$ cat config.mk
export PLATFORM = sky130hd
export DESIGN_NAME = pgsm_gpio
export DESIGN_NICKNAME = d
export VERILOG_FILES = /design/src/logic/pgsm_pkg.sv /design/src/logic/pgsm_gpio.sv
export SDC_FILE = /design/constraint.sdc
export NUM_CORES = 1
export LEC_CHECK = 0
export CAP_MARGIN = 20
export CORE_ASPECT_RATIO = 2
export CORE_MARGIN = 2
export CORE_UTILIZATION = 55
export CTS_BUF_LIST = sky130_fd_sc_hd__clkbuf_8 sky130_fd_sc_hd__clkbuf_16
export DETAILED_ROUTE_END_ITERATION = 8
export DONT_BUFFER_PORTS = 1
export PLACE_DENSITY = 0.7
export SLEW_MARGIN = 20
export SYNTH_ARGS = -nofsm -noshare
export SYNTH_HDL_FRONTEND = slang
export SYNTH_SLANG_ARGS = --single-unit
$ cat constraint.sdc
create_clock -name hclk -period 4.55 [get_ports hclk]
set_input_delay 0.455 -clock hclk [delete_from_list [all_inputs] [get_ports hclk]]
set_output_delay 0.455 -clock hclk [all_outputs]
set_load 0.03 [all_outputs]
$ cat src/logic/pgsm_pkg.sv
package pgsm_pkg;

  // ****************************************
  // register map (printed offsets are indices)
  // ****************************************
  localparam logic [7:0] PGSM_IDX_PAD_OUTPUT_ENABLE = 8'h44;
  localparam logic [7:0] PGSM_IDX_PAD_OUTPUT_VALUE = 8'h45;
  localparam logic [7:0] PGSM_IDX_PAD_INPUT_LEVEL = 8'h46;
  localparam logic [7:0] PGSM_IDX_MONITOR_OUTPUT_SELECT = 8'h47;
  localparam logic [7:0] PGSM_IDX_SILICON_REVISION = 8'h7f;

  // ****************************************
  // reset values and fields
  // ****************************************
  localparam logic [7:0] PGSM_RST_PAD_OUTPUT_ENABLE = 8'h00;
  localparam logic [7:0] PGSM_RST_PAD_OUTPUT_VALUE = 8'h00;
  localparam logic [3:0] PGSM_RST_MONITOR_SOURCE = 4'h0;
  localparam logic PGSM_RST_FAST_PAD = 1'b0;
  localparam int PGSM_BIT_SIGNAL_INPUT = 7;
  localparam int PGSM_BIT_CLOCK_OUTPUT = 6;
  localparam int PGSM_BIT_FAST_PAD = 7;
  localparam logic [7:0] PGSM_SCAN_PIN_MASK = 8'h0f;
  localparam logic [7:0] PGSM_MONITOR_SELECT_MASK = 8'h8f;

  // ****************************************
  // monitor source codes
  // ****************************************
  typedef enum logic [3:0] {
    PGSM_MON_OFF0 = 4'b0000,
    PGSM_MON_OFF1 = 4'b0001,
    PGSM_MON_LOW = 4'b0010,
    PGSM_MON_HIGH = 4'b0011,
    PGSM_MON_TX_ENVELOPE = 4'b0100,
    PGSM_MON_TX_ACTIVE = 4'b0101,
    PGSM_MON_SECURE_CHANNEL = 4'b0110,
    PGSM_MON_RX_ENVELOPE = 4'b0111,
    PGSM_MON_RX_ACTIVE = 4'b1000,
    PGSM_MON_RX_BIT = 4'b1001
  } pgsm_monitor_e;

  // ****************************************
  // carriers
  // ****************************************
  typedef struct packed {
    logic tx_envelope;
    logic tx_active;
    logic generic_secure_channel_signal;
    logic rx_envelope;
    logic rx_active;
    logic rx_bit;
  } pgsm_debug_s;

  typedef struct packed {
    logic [7:0] out;
    logic [7:0] oe;
  } pgsm_pads_s;

endpackage : pgsm_pkg

$ cat src/logic/pgsm_gpio.sv
`timescale 1ns/1ns
module pgsm_gpio #(
  parameter logic [3:0] SILICON_VERSION = 4'h3, // arbitrary
  parameter logic [3:0] SILICON_SUBVERSION = 4'h5 // arbitrary
) (
  // clock and reset
  input wire logic hclk,
  input wire logic hresetn,
  // ahb-lite slave
  input wire logic hsel,
  input wire logic [31:0] haddr,
  input wire logic [1:0] htrans,
  input wire logic hwrite,
  input wire logic [2:0] hsize,
  input wire logic [31:0] hwdata,
  input wire logic hready,
  output logic [31:0] hrdata,
  output logic hreadyout,
  output logic hresp,
  // pads
  input wire logic [7:0] pin_level,
  output pgsm_pkg::pgsm_pads_s pads,
  input wire logic scan_active,
  input wire logic clock_output_func,
  output logic fast_pad_switching,
  // monitor
  input wire pgsm_pkg::pgsm_debug_s debug,
  output logic monitor_output_pin_out,
  output logic monitor_output_pin_oe
);
  import pgsm_pkg::*;

  // ****************************************
  // bus decode
  // ****************************************
  logic [7:0] pad_output_enable;
  logic [7:0] pad_output_value;
  logic [3:0] monitor_source_code;
  logic fast_pad;
  logic wr_pend;
  logic [7:0] wr_idx;
  logic addr_phase;
  logic [7:0] idx;
  logic [7:0] next_rdata;
  logic wr_hit;
  logic [7:0] sel_word;

  function automatic logic [7:0] reg_index(input logic [31:0] a);
    reg_index = a[9:2];
  endfunction : reg_index

  // a write finishing at this edge is handed to a read sampled at the same edge
  function automatic logic [7:0] fwd(input logic hit, input logic [7:0] wd, input logic [7:0] q);
    fwd = hit ? wd : q;
  endfunction : fwd

  assign addr_phase = hsel && hready && htrans[1];
  assign idx = reg_index(haddr);
  assign wr_hit = wr_pend && (wr_idx == idx);
  assign sel_word = {fast_pad, 3'h0, monitor_source_code};

  always_ff @(posedge hclk or negedge hresetn)
  begin
    if (!hresetn)
    begin
      wr_pend <= 1'b0;
      wr_idx <= 8'h00;
    end
    else
    begin
      wr_pend <= addr_phase && hwrite;
      wr_idx <= idx;
    end
  end

  always_comb
  begin
    case (idx)
      PGSM_IDX_PAD_OUTPUT_ENABLE: next_rdata = fwd(wr_hit, hwdata[7:0], pad_output_enable);
      PGSM_IDX_PAD_OUTPUT_VALUE: next_rdata = fwd(wr_hit, hwdata[7:0], pad_output_value);
      PGSM_IDX_PAD_INPUT_LEVEL: next_rdata = pin_level;
      PGSM_IDX_MONITOR_OUTPUT_SELECT:
        next_rdata = fwd(wr_hit, hwdata[7:0] & PGSM_MONITOR_SELECT_MASK, sel_word);
      PGSM_IDX_SILICON_REVISION: next_rdata = {SILICON_VERSION, SILICON_SUBVERSION};
      default: next_rdata = 8'h00;
    endcase
  end

  always_ff @(posedge hclk or negedge hresetn)
  begin
    if (!hresetn)
      hrdata <= 32'h0000_0000;
    else if (addr_phase && !hwrite)
      hrdata <= {24'h00_0000, next_rdata};
  end

  always_ff @(posedge hclk or negedge hresetn)
  begin
    if (!hresetn)
    begin
      hreadyout <= 1'b1;
      hresp <= 1'b0;
    end
    else
    begin
      hreadyout <= 1'b1;
      hresp <= 1'b0;
    end
  end

  // ****************************************
  // registers
  // ****************************************
  always_ff @(posedge hclk or negedge hresetn)
  begin
    if (!hresetn)
    begin
      pad_output_enable <= PGSM_RST_PAD_OUTPUT_ENABLE;
      pad_output_value <= PGSM_RST_PAD_OUTPUT_VALUE;
      monitor_source_code <= PGSM_RST_MONITOR_SOURCE;
      fast_pad <= PGSM_RST_FAST_PAD;
    end
    else if (wr_pend)
    begin
      case (wr_idx)
        PGSM_IDX_PAD_OUTPUT_ENABLE: pad_output_enable <= hwdata[7:0];
        PGSM_IDX_PAD_OUTPUT_VALUE: pad_output_value <= hwdata[7:0];
        PGSM_IDX_MONITOR_OUTPUT_SELECT:
        begin
          fast_pad <= hwdata[PGSM_BIT_FAST_PAD];
          monitor_source_code <= hwdata[3:0];
        end
        default:
        begin
        end
      endcase
    end
  end

  // ****************************************
  // pad drivers
  // ****************************************
  logic [7:0] next_oe;
  logic [7:0] next_out;

  always_comb
  begin
    next_oe = pad_output_enable;
    if (scan_active)
      next_oe = pad_output_enable & ~PGSM_SCAN_PIN_MASK;
    next_out = pad_output_value;
    if (!pad_output_enable[PGSM_BIT_CLOCK_OUTPUT])
    begin
      next_out[PGSM_BIT_CLOCK_OUTPUT] = clock_output_func;
      next_oe[PGSM_BIT_CLOCK_OUTPUT] = 1'b1;
    end
  end

  always_ff @(posedge hclk or negedge hresetn)
  begin
    if (!hresetn)
    begin
      pads <= '0;
      fast_pad_switching <= PGSM_RST_FAST_PAD;
    end
    else
    begin
      pads.oe <= next_oe;
      pads.out <= next_out;
      fast_pad_switching <= fast_pad;
    end
  end

  // ****************************************
  // monitor output
  // ****************************************
  logic next_mon;
  logic next_mon_oe;

  always_comb
  begin
    next_mon = 1'b0;
    next_mon_oe = 1'b1;
    case (pgsm_monitor_e'(monitor_source_code))
      PGSM_MON_OFF0, PGSM_MON_OFF1: next_mon_oe = 1'b0;
      PGSM_MON_LOW: next_mon = 1'b0;
      PGSM_MON_HIGH: next_mon = 1'b1;
      PGSM_MON_TX_ENVELOPE: next_mon = debug.tx_envelope;
      PGSM_MON_TX_ACTIVE: next_mon = debug.tx_active;
      PGSM_MON_SECURE_CHANNEL: next_mon = debug.generic_secure_channel_signal;
      PGSM_MON_RX_ENVELOPE: next_mon = debug.rx_envelope;
      PGSM_MON_RX_ACTIVE: next_mon = debug.rx_active;
      PGSM_MON_RX_BIT: next_mon = debug.rx_bit;
      default: next_mon_oe = 1'b0;
    endcase
  end

  always_ff @(posedge hclk or negedge hresetn)
  begin
    if (!hresetn)
    begin
      monitor_output_pin_out <= 1'b0;
      monitor_output_pin_oe <= 1'b0;
    end
    else
    begin
      monitor_output_pin_out <= next_mon;
      monitor_output_pin_oe <= next_mon_oe;
    end
  end

  // ****************************************
  // assertions
  // ****************************************
  a_scan_oe_masked: assert property (@(posedge hclk) disable iff (!hresetn)
    $past(scan_active) |-> (pads.oe[3:0] == 4'h0))
    else $error("scan pin driven while scan active");
  a_oe_follows_reg: assert property (@(posedge hclk) disable iff (!hresetn)
    !$past(scan_active) |-> pads.oe[3:0] == $past(pad_output_enable[3:0]))
    else $error("pad enable mismatch");
  a_clk_pin_gpio: assert property (@(posedge hclk) disable iff (!hresetn)
    $past(pad_output_enable[6]) |-> pads.out[6] == $past(pad_output_value[6]))
    else $error("clock pin not gpio");
  a_out_value: assert property (@(posedge hclk) disable iff (!hresetn)
    wr_pend && wr_idx == PGSM_IDX_PAD_OUTPUT_VALUE |-> ##2 pads.out[5:0] == $past(hwdata[5:0], 2))
    else $error("output value not applied");
  a_rd_input: assert property (@(posedge hclk) disable iff (!hresetn)
    addr_phase && !hwrite && idx == PGSM_IDX_PAD_INPUT_LEVEL |=> hrdata[7:0] == $past(pin_level))
    else $error("input level read wrong");
  a_fast_pad: assert property (@(posedge hclk) disable iff (!hresetn)
    wr_pend && wr_idx == PGSM_IDX_MONITOR_OUTPUT_SELECT |->
    ##2 fast_pad_switching == $past(hwdata[7], 2))
    else $error("pad speed not applied");
  a_mon_tristate: assert property (@(posedge hclk) disable iff (!hresetn)
    $past(monitor_source_code) < 4'h2 |-> !monitor_output_pin_oe)
    else $error("monitor driven when off");
  a_mon_high: assert property (@(posedge hclk) disable iff (!hresetn)
    $past(monitor_source_code) == 4'h3 |-> monitor_output_pin_oe && monitor_output_pin_out)
    else $error("monitor not high");
  a_mon_tx_env: assert property (@(posedge hclk) disable iff (!hresetn)
    $past(monitor_source_code) == 4'h4 |-> monitor_output_pin_out == $past(debug.tx_envelope))
    else $error("tx envelope not shown");
  a_mon_rx_env: assert property (@(posedge hclk) disable iff (!hresetn)
    $past(monitor_source_code) == 4'h7 |-> monitor_output_pin_out == $past(debug.rx_envelope))
    else $error("rx envelope not shown");
  a_mon_rx_bit: assert property (@(posedge hclk) disable iff (!hresetn)
    $past(monitor_source_code) == 4'h9 |-> monitor_output_pin_out == $past(debug.rx_bit))
    else $error("rx bit not shown");
  a_revision_read: assert property (@(posedge hclk) disable iff (!hresetn)
    addr_phase && !hwrite && idx == PGSM_IDX_SILICON_REVISION |=>
    hrdata[7:0] == {SILICON_VERSION, SILICON_SUBVERSION})
    else $error("revision read wrong");
  a_mon_undoc: assert property (@(posedge hclk) disable iff (!hresetn)
    $past(monitor_source_code) > 4'h9 |-> !monitor_output_pin_oe)
    else $error("undocumented code drives monitor");
  a_oe_upper_pins: assert property (@(posedge hclk) disable iff (!hresetn)
    pads.oe[7] == $past(pad_output_enable[7])
    && pads.oe[5:4] == $past(pad_output_enable[5:4]))
    else $error("upper pad enable mismatch");
  // first edge after reset still shows the reset enable on the clock pin
  a_clk_pin_func: assert property (@(posedge hclk) disable iff (!hresetn)
    $past(hresetn) && !$past(pad_output_enable[6]) |->
    pads.oe[6] && pads.out[6] == $past(clock_output_func))
    else $error("clock function not on pin");
  a_out_top_bit: assert property (@(posedge hclk) disable iff (!hresetn)
    pads.out[7] == $past(pad_output_value[7]))
    else $error("top output value mismatch");
  a_read_fwd: assert property (@(posedge hclk) disable iff (!hresetn)
    addr_phase && !hwrite && wr_hit && idx == PGSM_IDX_PAD_OUTPUT_VALUE |=>
    hrdata[7:0] == $past(hwdata[7:0]))
    else $error("write not seen by following read");
  a_mon_low: assert property (@(posedge hclk) disable iff (!hresetn)
    $past(monitor_source_code) == 4'h2 |-> monitor_output_pin_oe && !monitor_output_pin_out)
    else $error("monitor not low");
  a_mon_tx_active: assert property (@(posedge hclk) disable iff (!hresetn)
    $past(monitor_source_code) == 4'h5 |-> monitor_output_pin_out == $past(debug.tx_active))
    else $error("tx active not shown");
  a_mon_secure: assert property (@(posedge hclk) disable iff (!hresetn)
    $past(monitor_source_code) == 4'h6 |->
    monitor_output_pin_out == $past(debug.generic_secure_channel_signal))
    else $error("secure channel signal not shown");
  a_mon_rx_active: assert property (@(posedge hclk) disable iff (!hresetn)
    $past(monitor_source_code) == 4'h8 |-> monitor_output_pin_out == $past(debug.rx_active))
    else $error("rx active not shown");

  c_write_enable: cover property (@(posedge hclk) disable iff (!hresetn)
    wr_pend && wr_idx == PGSM_IDX_PAD_OUTPUT_ENABLE);
  c_scan_block: cover property (@(posedge hclk) disable iff (!hresetn)
    scan_active && pad_output_enable[0]);
  c_mon_rx_bit: cover property (@(posedge hclk) disable iff (!hresetn)
    monitor_source_code == 4'h9);
  c_read_input: cover property (@(posedge hclk) disable iff (!hresetn)
    addr_phase && !hwrite && idx == PGSM_IDX_PAD_INPUT_LEVEL);
  c_write_read_fwd: cover property (@(posedge hclk) disable iff (!hresetn)
    addr_phase && !hwrite && wr_hit);

endmodule : pgsm_gpio

# ---- Yosys cells after proc, flatten, opt, wreduce, memory -nomap -nowiden
# Cells that the tools add are included.
dict set report classes {
  n_eq_ne 17
  n_mux 9
  reduce_logical 10
}
# cell n
set ops {}
lappend ops {{$eq A8 B7 Y1 const B} 8}
lappend ops {{$pmux W8 S5} 1}
lappend ops {{$mux W8} 3}
lappend ops {{$eq A4 B3 Y1 const B} 4}
lappend ops {{$eq A4 B2 Y1 const B} 2}
lappend ops {{$eq A4 B4 Y1 const B} 2}
lappend ops {{$eq A8 B8 Y1} 1}
lappend ops {{$reduce_or A8 Y1} 1}
lappend ops {{$pmux W1 S7} 1}
lappend ops {{$reduce_and A2 Y1} 3}
lappend ops {{$logic_and A1 B1 Y1} 5}
lappend ops {{$mux W4} 1}
lappend ops {{$mux W1} 3}
lappend ops {{$logic_not A1 Y1} 1}
dict set report totals {
  register_bits 57
  wordCells 48
  input_bits 90
  out_inout_bits 53
}

# ---- Depth between registers and ports, before layout
dict set report logic_depth {
  ltp_word 4
  depth_mapped 8
  mapped_depth_nobuf 6
}

# ---- Worst setup path after synthesis
# OpenSTA, ideal clock, no wires.
dict set report synth_path {
  path_kind {in2reg}
  from {input port haddr[3]}
  to {register hrdata[1]}
  required_ns 4.411
  setup_slack_ns 2.688
  stages 7
  setup_time_ns 0.139
  t_arrival_ns 1.723
  path_cell_list {buf_6 > xnor2_2 > nand4_2 > nor3_4 > mux2_2 > a221oi_1 > o221ai_1}
}
dict set report synth_between {
  elab_chain_len 4
  elab_cells_between_ends 11
  cone_classes {eq/ne (6); mux (4); reduce/logical (1)}
}
# element line_no
set synth_lines {}
lappend synth_lines {{from (decl)} pgsm_gpio.sv:11} ;# input wire logic [31:0] haddr,
lappend synth_lines {{$eq A8 B8 Y1} pgsm_gpio.sv:59} ;# assign wr_hit = wr_pend && (wr_idx == idx);
lappend synth_lines {{$logic_and A1 B1 Y1} pgsm_gpio.sv:59}
lappend synth_lines {{$mux W8} pgsm_gpio.sv:54} ;# fwd = hit ? wd : q;
lappend synth_lines {{$pmux W8 S5 *} pgsm_gpio.sv:78} ;# case (idx)
lappend synth_lines {{to (signal assigned)} pgsm_gpio.sv:94} ;# hrdata <= {24'h00_0000, next_rdata};
lappend synth_lines {{to (decl)} pgsm_gpio.sv:17} ;# output logic [31:0] hrdata,
# Mark *: on every way between the ends. The rest lies on a longest branch, timed or not.
# A chain may end at the register's enable or synchronous reset.

# ---- Worst setup path in the final report
dict set report layout_path {
  from {register wr_idx[0]}
  to {register hrdata[1]}
}
dict set report layout_between {
  elab_chain_len 4
  elab_cells_between_ends 6
  cone_classes {eq/ne (1); mux (4); reduce/logical (1)}
}
# element line_no
set layout_lines {}
lappend layout_lines {{from (decl)} pgsm_gpio.sv:41} ;# logic [7:0] wr_idx;
lappend layout_lines {{from (signal assigned)} pgsm_gpio.sv:72} ;# wr_idx <= idx;
lappend layout_lines {{$eq A8 B8 Y1 *} pgsm_gpio.sv:59}
lappend layout_lines {{$logic_and A1 B1 Y1 *} pgsm_gpio.sv:59}
lappend layout_lines {{$mux W8} pgsm_gpio.sv:54}
lappend layout_lines {{$pmux W8 S5 *} pgsm_gpio.sv:78}
# Marked as above.

==> results.py <==
metrics = {
    "critical_path": {
        "path_class": "reg -> reg",
        "critPathMaxFanout": 21,
        "crit-reg2reg-launch": "wr_idx[0]$_DFF_PN0_",
        "r2r_cell_count": 6,
        "timing.rr.end": "hrdata[1]$_DFFE_PN0P_",
        "worst_ep_arrival_time_ns": 2.78,
        "reg2reg_setup_slack_ns": 1.97,
        "crit_path_start_kind": "register",
        "worstSetupEndpointType": "register",
        "worst-endpoint-required_ns": 4.75,
    },
    "cts": {
        "cts.htree.levels": 3,
        "max-clock-path-buffers": 2,
        "cts_num_sinks": 57,
        "clock_tree_from_tritoncts": "built",
        "cts.root.buffer_cell": "sky130_fd_sc_hd__clkbuf_8",
        "path_clk_slew_ns": 0.06,
        "cts_made_buffers": 9,
        "worstSkewPairLatency_ns": 0.33,
    },
    "layout": {
        "mostFrequentLayoutCells": "sky130_fd_sc_hd__dfrtp_1, sky130_fd_sc_hd__conb_1, sky130_fd_sc_hd__mux2_2, sky130_fd_sc_hd__nand2_1, sky130_fd_sc_hd__mux2i_1",
        "num_antenna_cells": 0,
        "finish.utilization": 0.5862,
        "finalNetCount": 321,
        "layout_commonest_cell": "sky130_fd_sc_hd__dfrtp_1",
        "area_growth_syn_to_layout_pct": 2.870,
        "final_cell_count_no_fill": 291,
        "post_route_cells_drive_above_1_share": 0.1880,
    },
    "route": {
        "antenna_violating_nets_post_route": 0,
        "detail_routed_via_count_per_cell": 5.787,
        "drt_iter0_markers": 28,
        "route.detailed.wl_per_inst_um": 18.58,
        "drc_errors": 0,
        "drt_pass1_iterations": 5,
        "dr_total_vias": 1684,
        "detail_route.wirelength_um": 5407,
    },
    "synthesis": {
        "yosys_most_used_dff": "sky130_fd_sc_hd__dfrtp_1",
        "ys_ff_latch": 57,
        "synthDominantAreaCellType": "sky130_fd_sc_hd__dfrtp_1",
        "synth_largest_type_area_fraction": 0.5194,
        "synth_area_per_cell_um2": 12.21,
        "cells_taking_the_most_area_after_synthesis": "sky130_fd_sc_hd__dfrtp_1, sky130_fd_sc_hd__mux2_2, sky130_fd_sc_hd__buf_4",
        "asyncSetResetFlopFracSynth": 1.000,
        "synth_cells": 225,
        "synth.cell_area_um2": 2746,
        "synth_enable_flop_cells": 0,
        "ys_warn_count": 0,
        "yosysUniqueCellTypes": 40,
        "seq_area_frac_synth": 0.5194,
    },
    "global_route": {
        "via_count_of_the_first_global_routing_pass": 1697,
        "globalRoute.totalOverflow": 0,
        "grt_antenna_before_repair": 0,
        "first_pass_grt_wire_length_um": 8542,
        "grt.total_usage": 0.2182,
        "pin_count_of_the_biggest_net_entering_global_routing": 58,
    },
    "floorplanning": {
        "y_dimension_of_the_die_um": 103.9,
        "initial_utilization": 0.5698,
        "top_level_ports": 143,
        "chipWidth_um": 53.97,
        "num_rows": 36,
        "core-area_um2": 4820,
        "die-area_um2": 5609,
    },
    "sta": {
        "hold_slack_ns": 0.1450,
        "post-route-min-period_ns": 2.581,
        "period_share": 0.5672,
        "rsz0062_at_grt": "false",
        "setup-violations-final": 0,
        "worst_slew_margin_rel": 0.3247,
        "finalSetupTns_ns": 0,
        "fmaxAchievable_mhz": 387.5,
        "finClkSkew_ns": 0.006075,
        "hold_viol_final": 0,
        "finalMaxSlewViolations": 0,
        "worstMarginPinSlew_ns": 1.010,
    },
    "pwr": {
        "power_leakage_nw": 1.274,
        "net-switching-power_uw": 259.5,
        "powerDensity_nw_per_um2": 352.1,
        "p_seq_frac": 0.557,
        "power_switching_share": 0.2609,
        "power_frac_comb": 0.084,
        "clock_power_share": 0.358,
        "internal_power_uw": 735.1,
        "max-vdd-ir-drop_mv": 0.2157,
    },
    "min_path": {
        "worst_hold_startpoint": "haddr[5]",
        "timing.hold.worst.class": "in -> reg",
        "worstHoldPathCells": 0,
        "holdPathEnd": "wr_idx[3]$_DFF_PN0_",
    },
    "placed_design": {
        "portBuffers": 0,
        "dp_cells": 275,
        "gp_routability_congestion": 0.7390,
        "detailed_placer_s_ending_hpwl_um": 3889,
    },
    "run_status": {
        "result_of_the_run": "finished clean",
    },
    "job": {
        "max_cap_viol_count": 0,
    },
}
==> worst max path at each step <==
stage / cells after the start / start / to
3_5_place_dp: 6 / haddr[4] / hrdata[1]$_DFFE_PN0P_
3_3_place_gp: 6 / haddr[4] / hrdata[1]$_DFFE_PN0P_
6_report: 6 / wr_idx[0]$_DFF_PN0_ / hrdata[1]$_DFFE_PN0P_
2_1_floorplan: 7 / haddr[3] / hrdata[1]$_DFFE_PN0P_
4_1_cts: 6 / wr_idx[0]$_DFF_PN0_ / hrdata[1]$_DFFE_PN0P_
5_1_grt: 6 / wr_idx[0]$_DFF_PN0_ / hrdata[1]$_DFFE_PN0P_
==> power by group through the flow <==
stage	sequential [mW]	clock, mW	combinational (mW)
4_1_cts	0.554	0.370	0.0847
2_1_floorplan	0.559	0	0.0880
3_3_place_gp	0.563	0	0.0699
3_5_place_dp	0.563	0	0.0708
6_report	0.554	0.356	0.0838
5_1_grt	0.557	0.393	0.0929
==> cells by family after synthesis <==
group | Yosys count | synth area share
other | 2 | 0.002735
buffers and inverters | 36 | 0.1030
and+or+nand+nor | 49 | 0.1002
xor gates and xnor gates | 9 | 0.03144
AOI/OAI and AO/OA | 34 | 0.09340
muxes | 38 | 0.1499
DFF | 57 | 0.5194
==> per-layer routing <==
layer,vias to the layer above,global-route usage,wire length [µm]
met2,83,0.3528,2952
met4,0,0.09890,114
li1,754,-,-
met1,836,0.2446,1870
met5,-,0,0
met3,11,0.07902,469
==> sequential cells by signal (all words and copies together), names as in the netlist <==
name and cells:
fast_pad_switching 1, pads 16, wr_pend 1, fast_pad 1
hrdata 8, pad_output_value 8, pad_output_enable 8, monitor_output_pin_oe 1
wr_idx 8, monitor_output_pin_out 1, monitor_source_code 4
==> worst max-delay path, cell delays in order, from the launching register on <==
cell,delay (ns)
sky130_fd_sc_hd__dfrtp_1,0.43
sky130_fd_sc_hd__xnor2_1,0.18
sky130_fd_sc_hd__nand4_2,0.17
sky130_fd_sc_hd__nor3_4,0.79
sky130_fd_sc_hd__mux2_2,0.42
sky130_fd_sc_hd__a221oi_1,0.30
sky130_fd_sc_hd__o221ai_1,0.16
==> area by class of cell <==
cell class	count	area, µm²
Clock buffer	9	123.9
Clock inverter	5	20.02
Fill cell	423	1994
Inverter	4	15.01
Multi-Input combinational cell	157	1131
Sequential cell	57	1426
Tap cell	57	71.32
Timing Repair Buffer	2	37.54
==> repair_timing <==
action                    4_1_cts  5_1_grt
hold buffers                    2        0
hold endpoints to repair       57        0
setup buffers                   0        0
resized for setup               0        0
==> cell usage after synthesis (3+ instances only) <==
master and count:
sky130_fd_sc_hd__a211oi_1 3, sky130_fd_sc_hd__a21oi_1 4, sky130_fd_sc_hd__a2bb2oi_1 3, sky130_fd_sc_hd__buf_4 26, sky130_fd_sc_hd__buf_6 4, sky130_fd_sc_hd__dfrtp_1 57, sky130_fd_sc_hd__inv_1 4, sky130_fd_sc_hd__mux2_2 25
sky130_fd_sc_hd__mux2i_1 13, sky130_fd_sc_hd__nand2_1 15, sky130_fd_sc_hd__nand2b_1 3, sky130_fd_sc_hd__nand3_1 4, sky130_fd_sc_hd__nor2_1 7, sky130_fd_sc_hd__nor2b_1 9, sky130_fd_sc_hd__o21ai_0 6, sky130_fd_sc_hd__o31ai_1 3
sky130_fd_sc_hd__xnor2_1 8
==> metrics by stage <==
step / area [µm²] / total power [mW] / setup WS [ns]
finish: 2825 / 0.9946 / 1.969
detailed placement: 2644 / 0.6341 / 1.883
global placement: 2644 / 0.6329 / 1.921
global route: 2825 / 1.043 / 1.765
floorplan: 2840 / 0.6475 / 2.688
CTS: 2825 / 1.009 / 1.930
(Power assumes the default switching activity.)
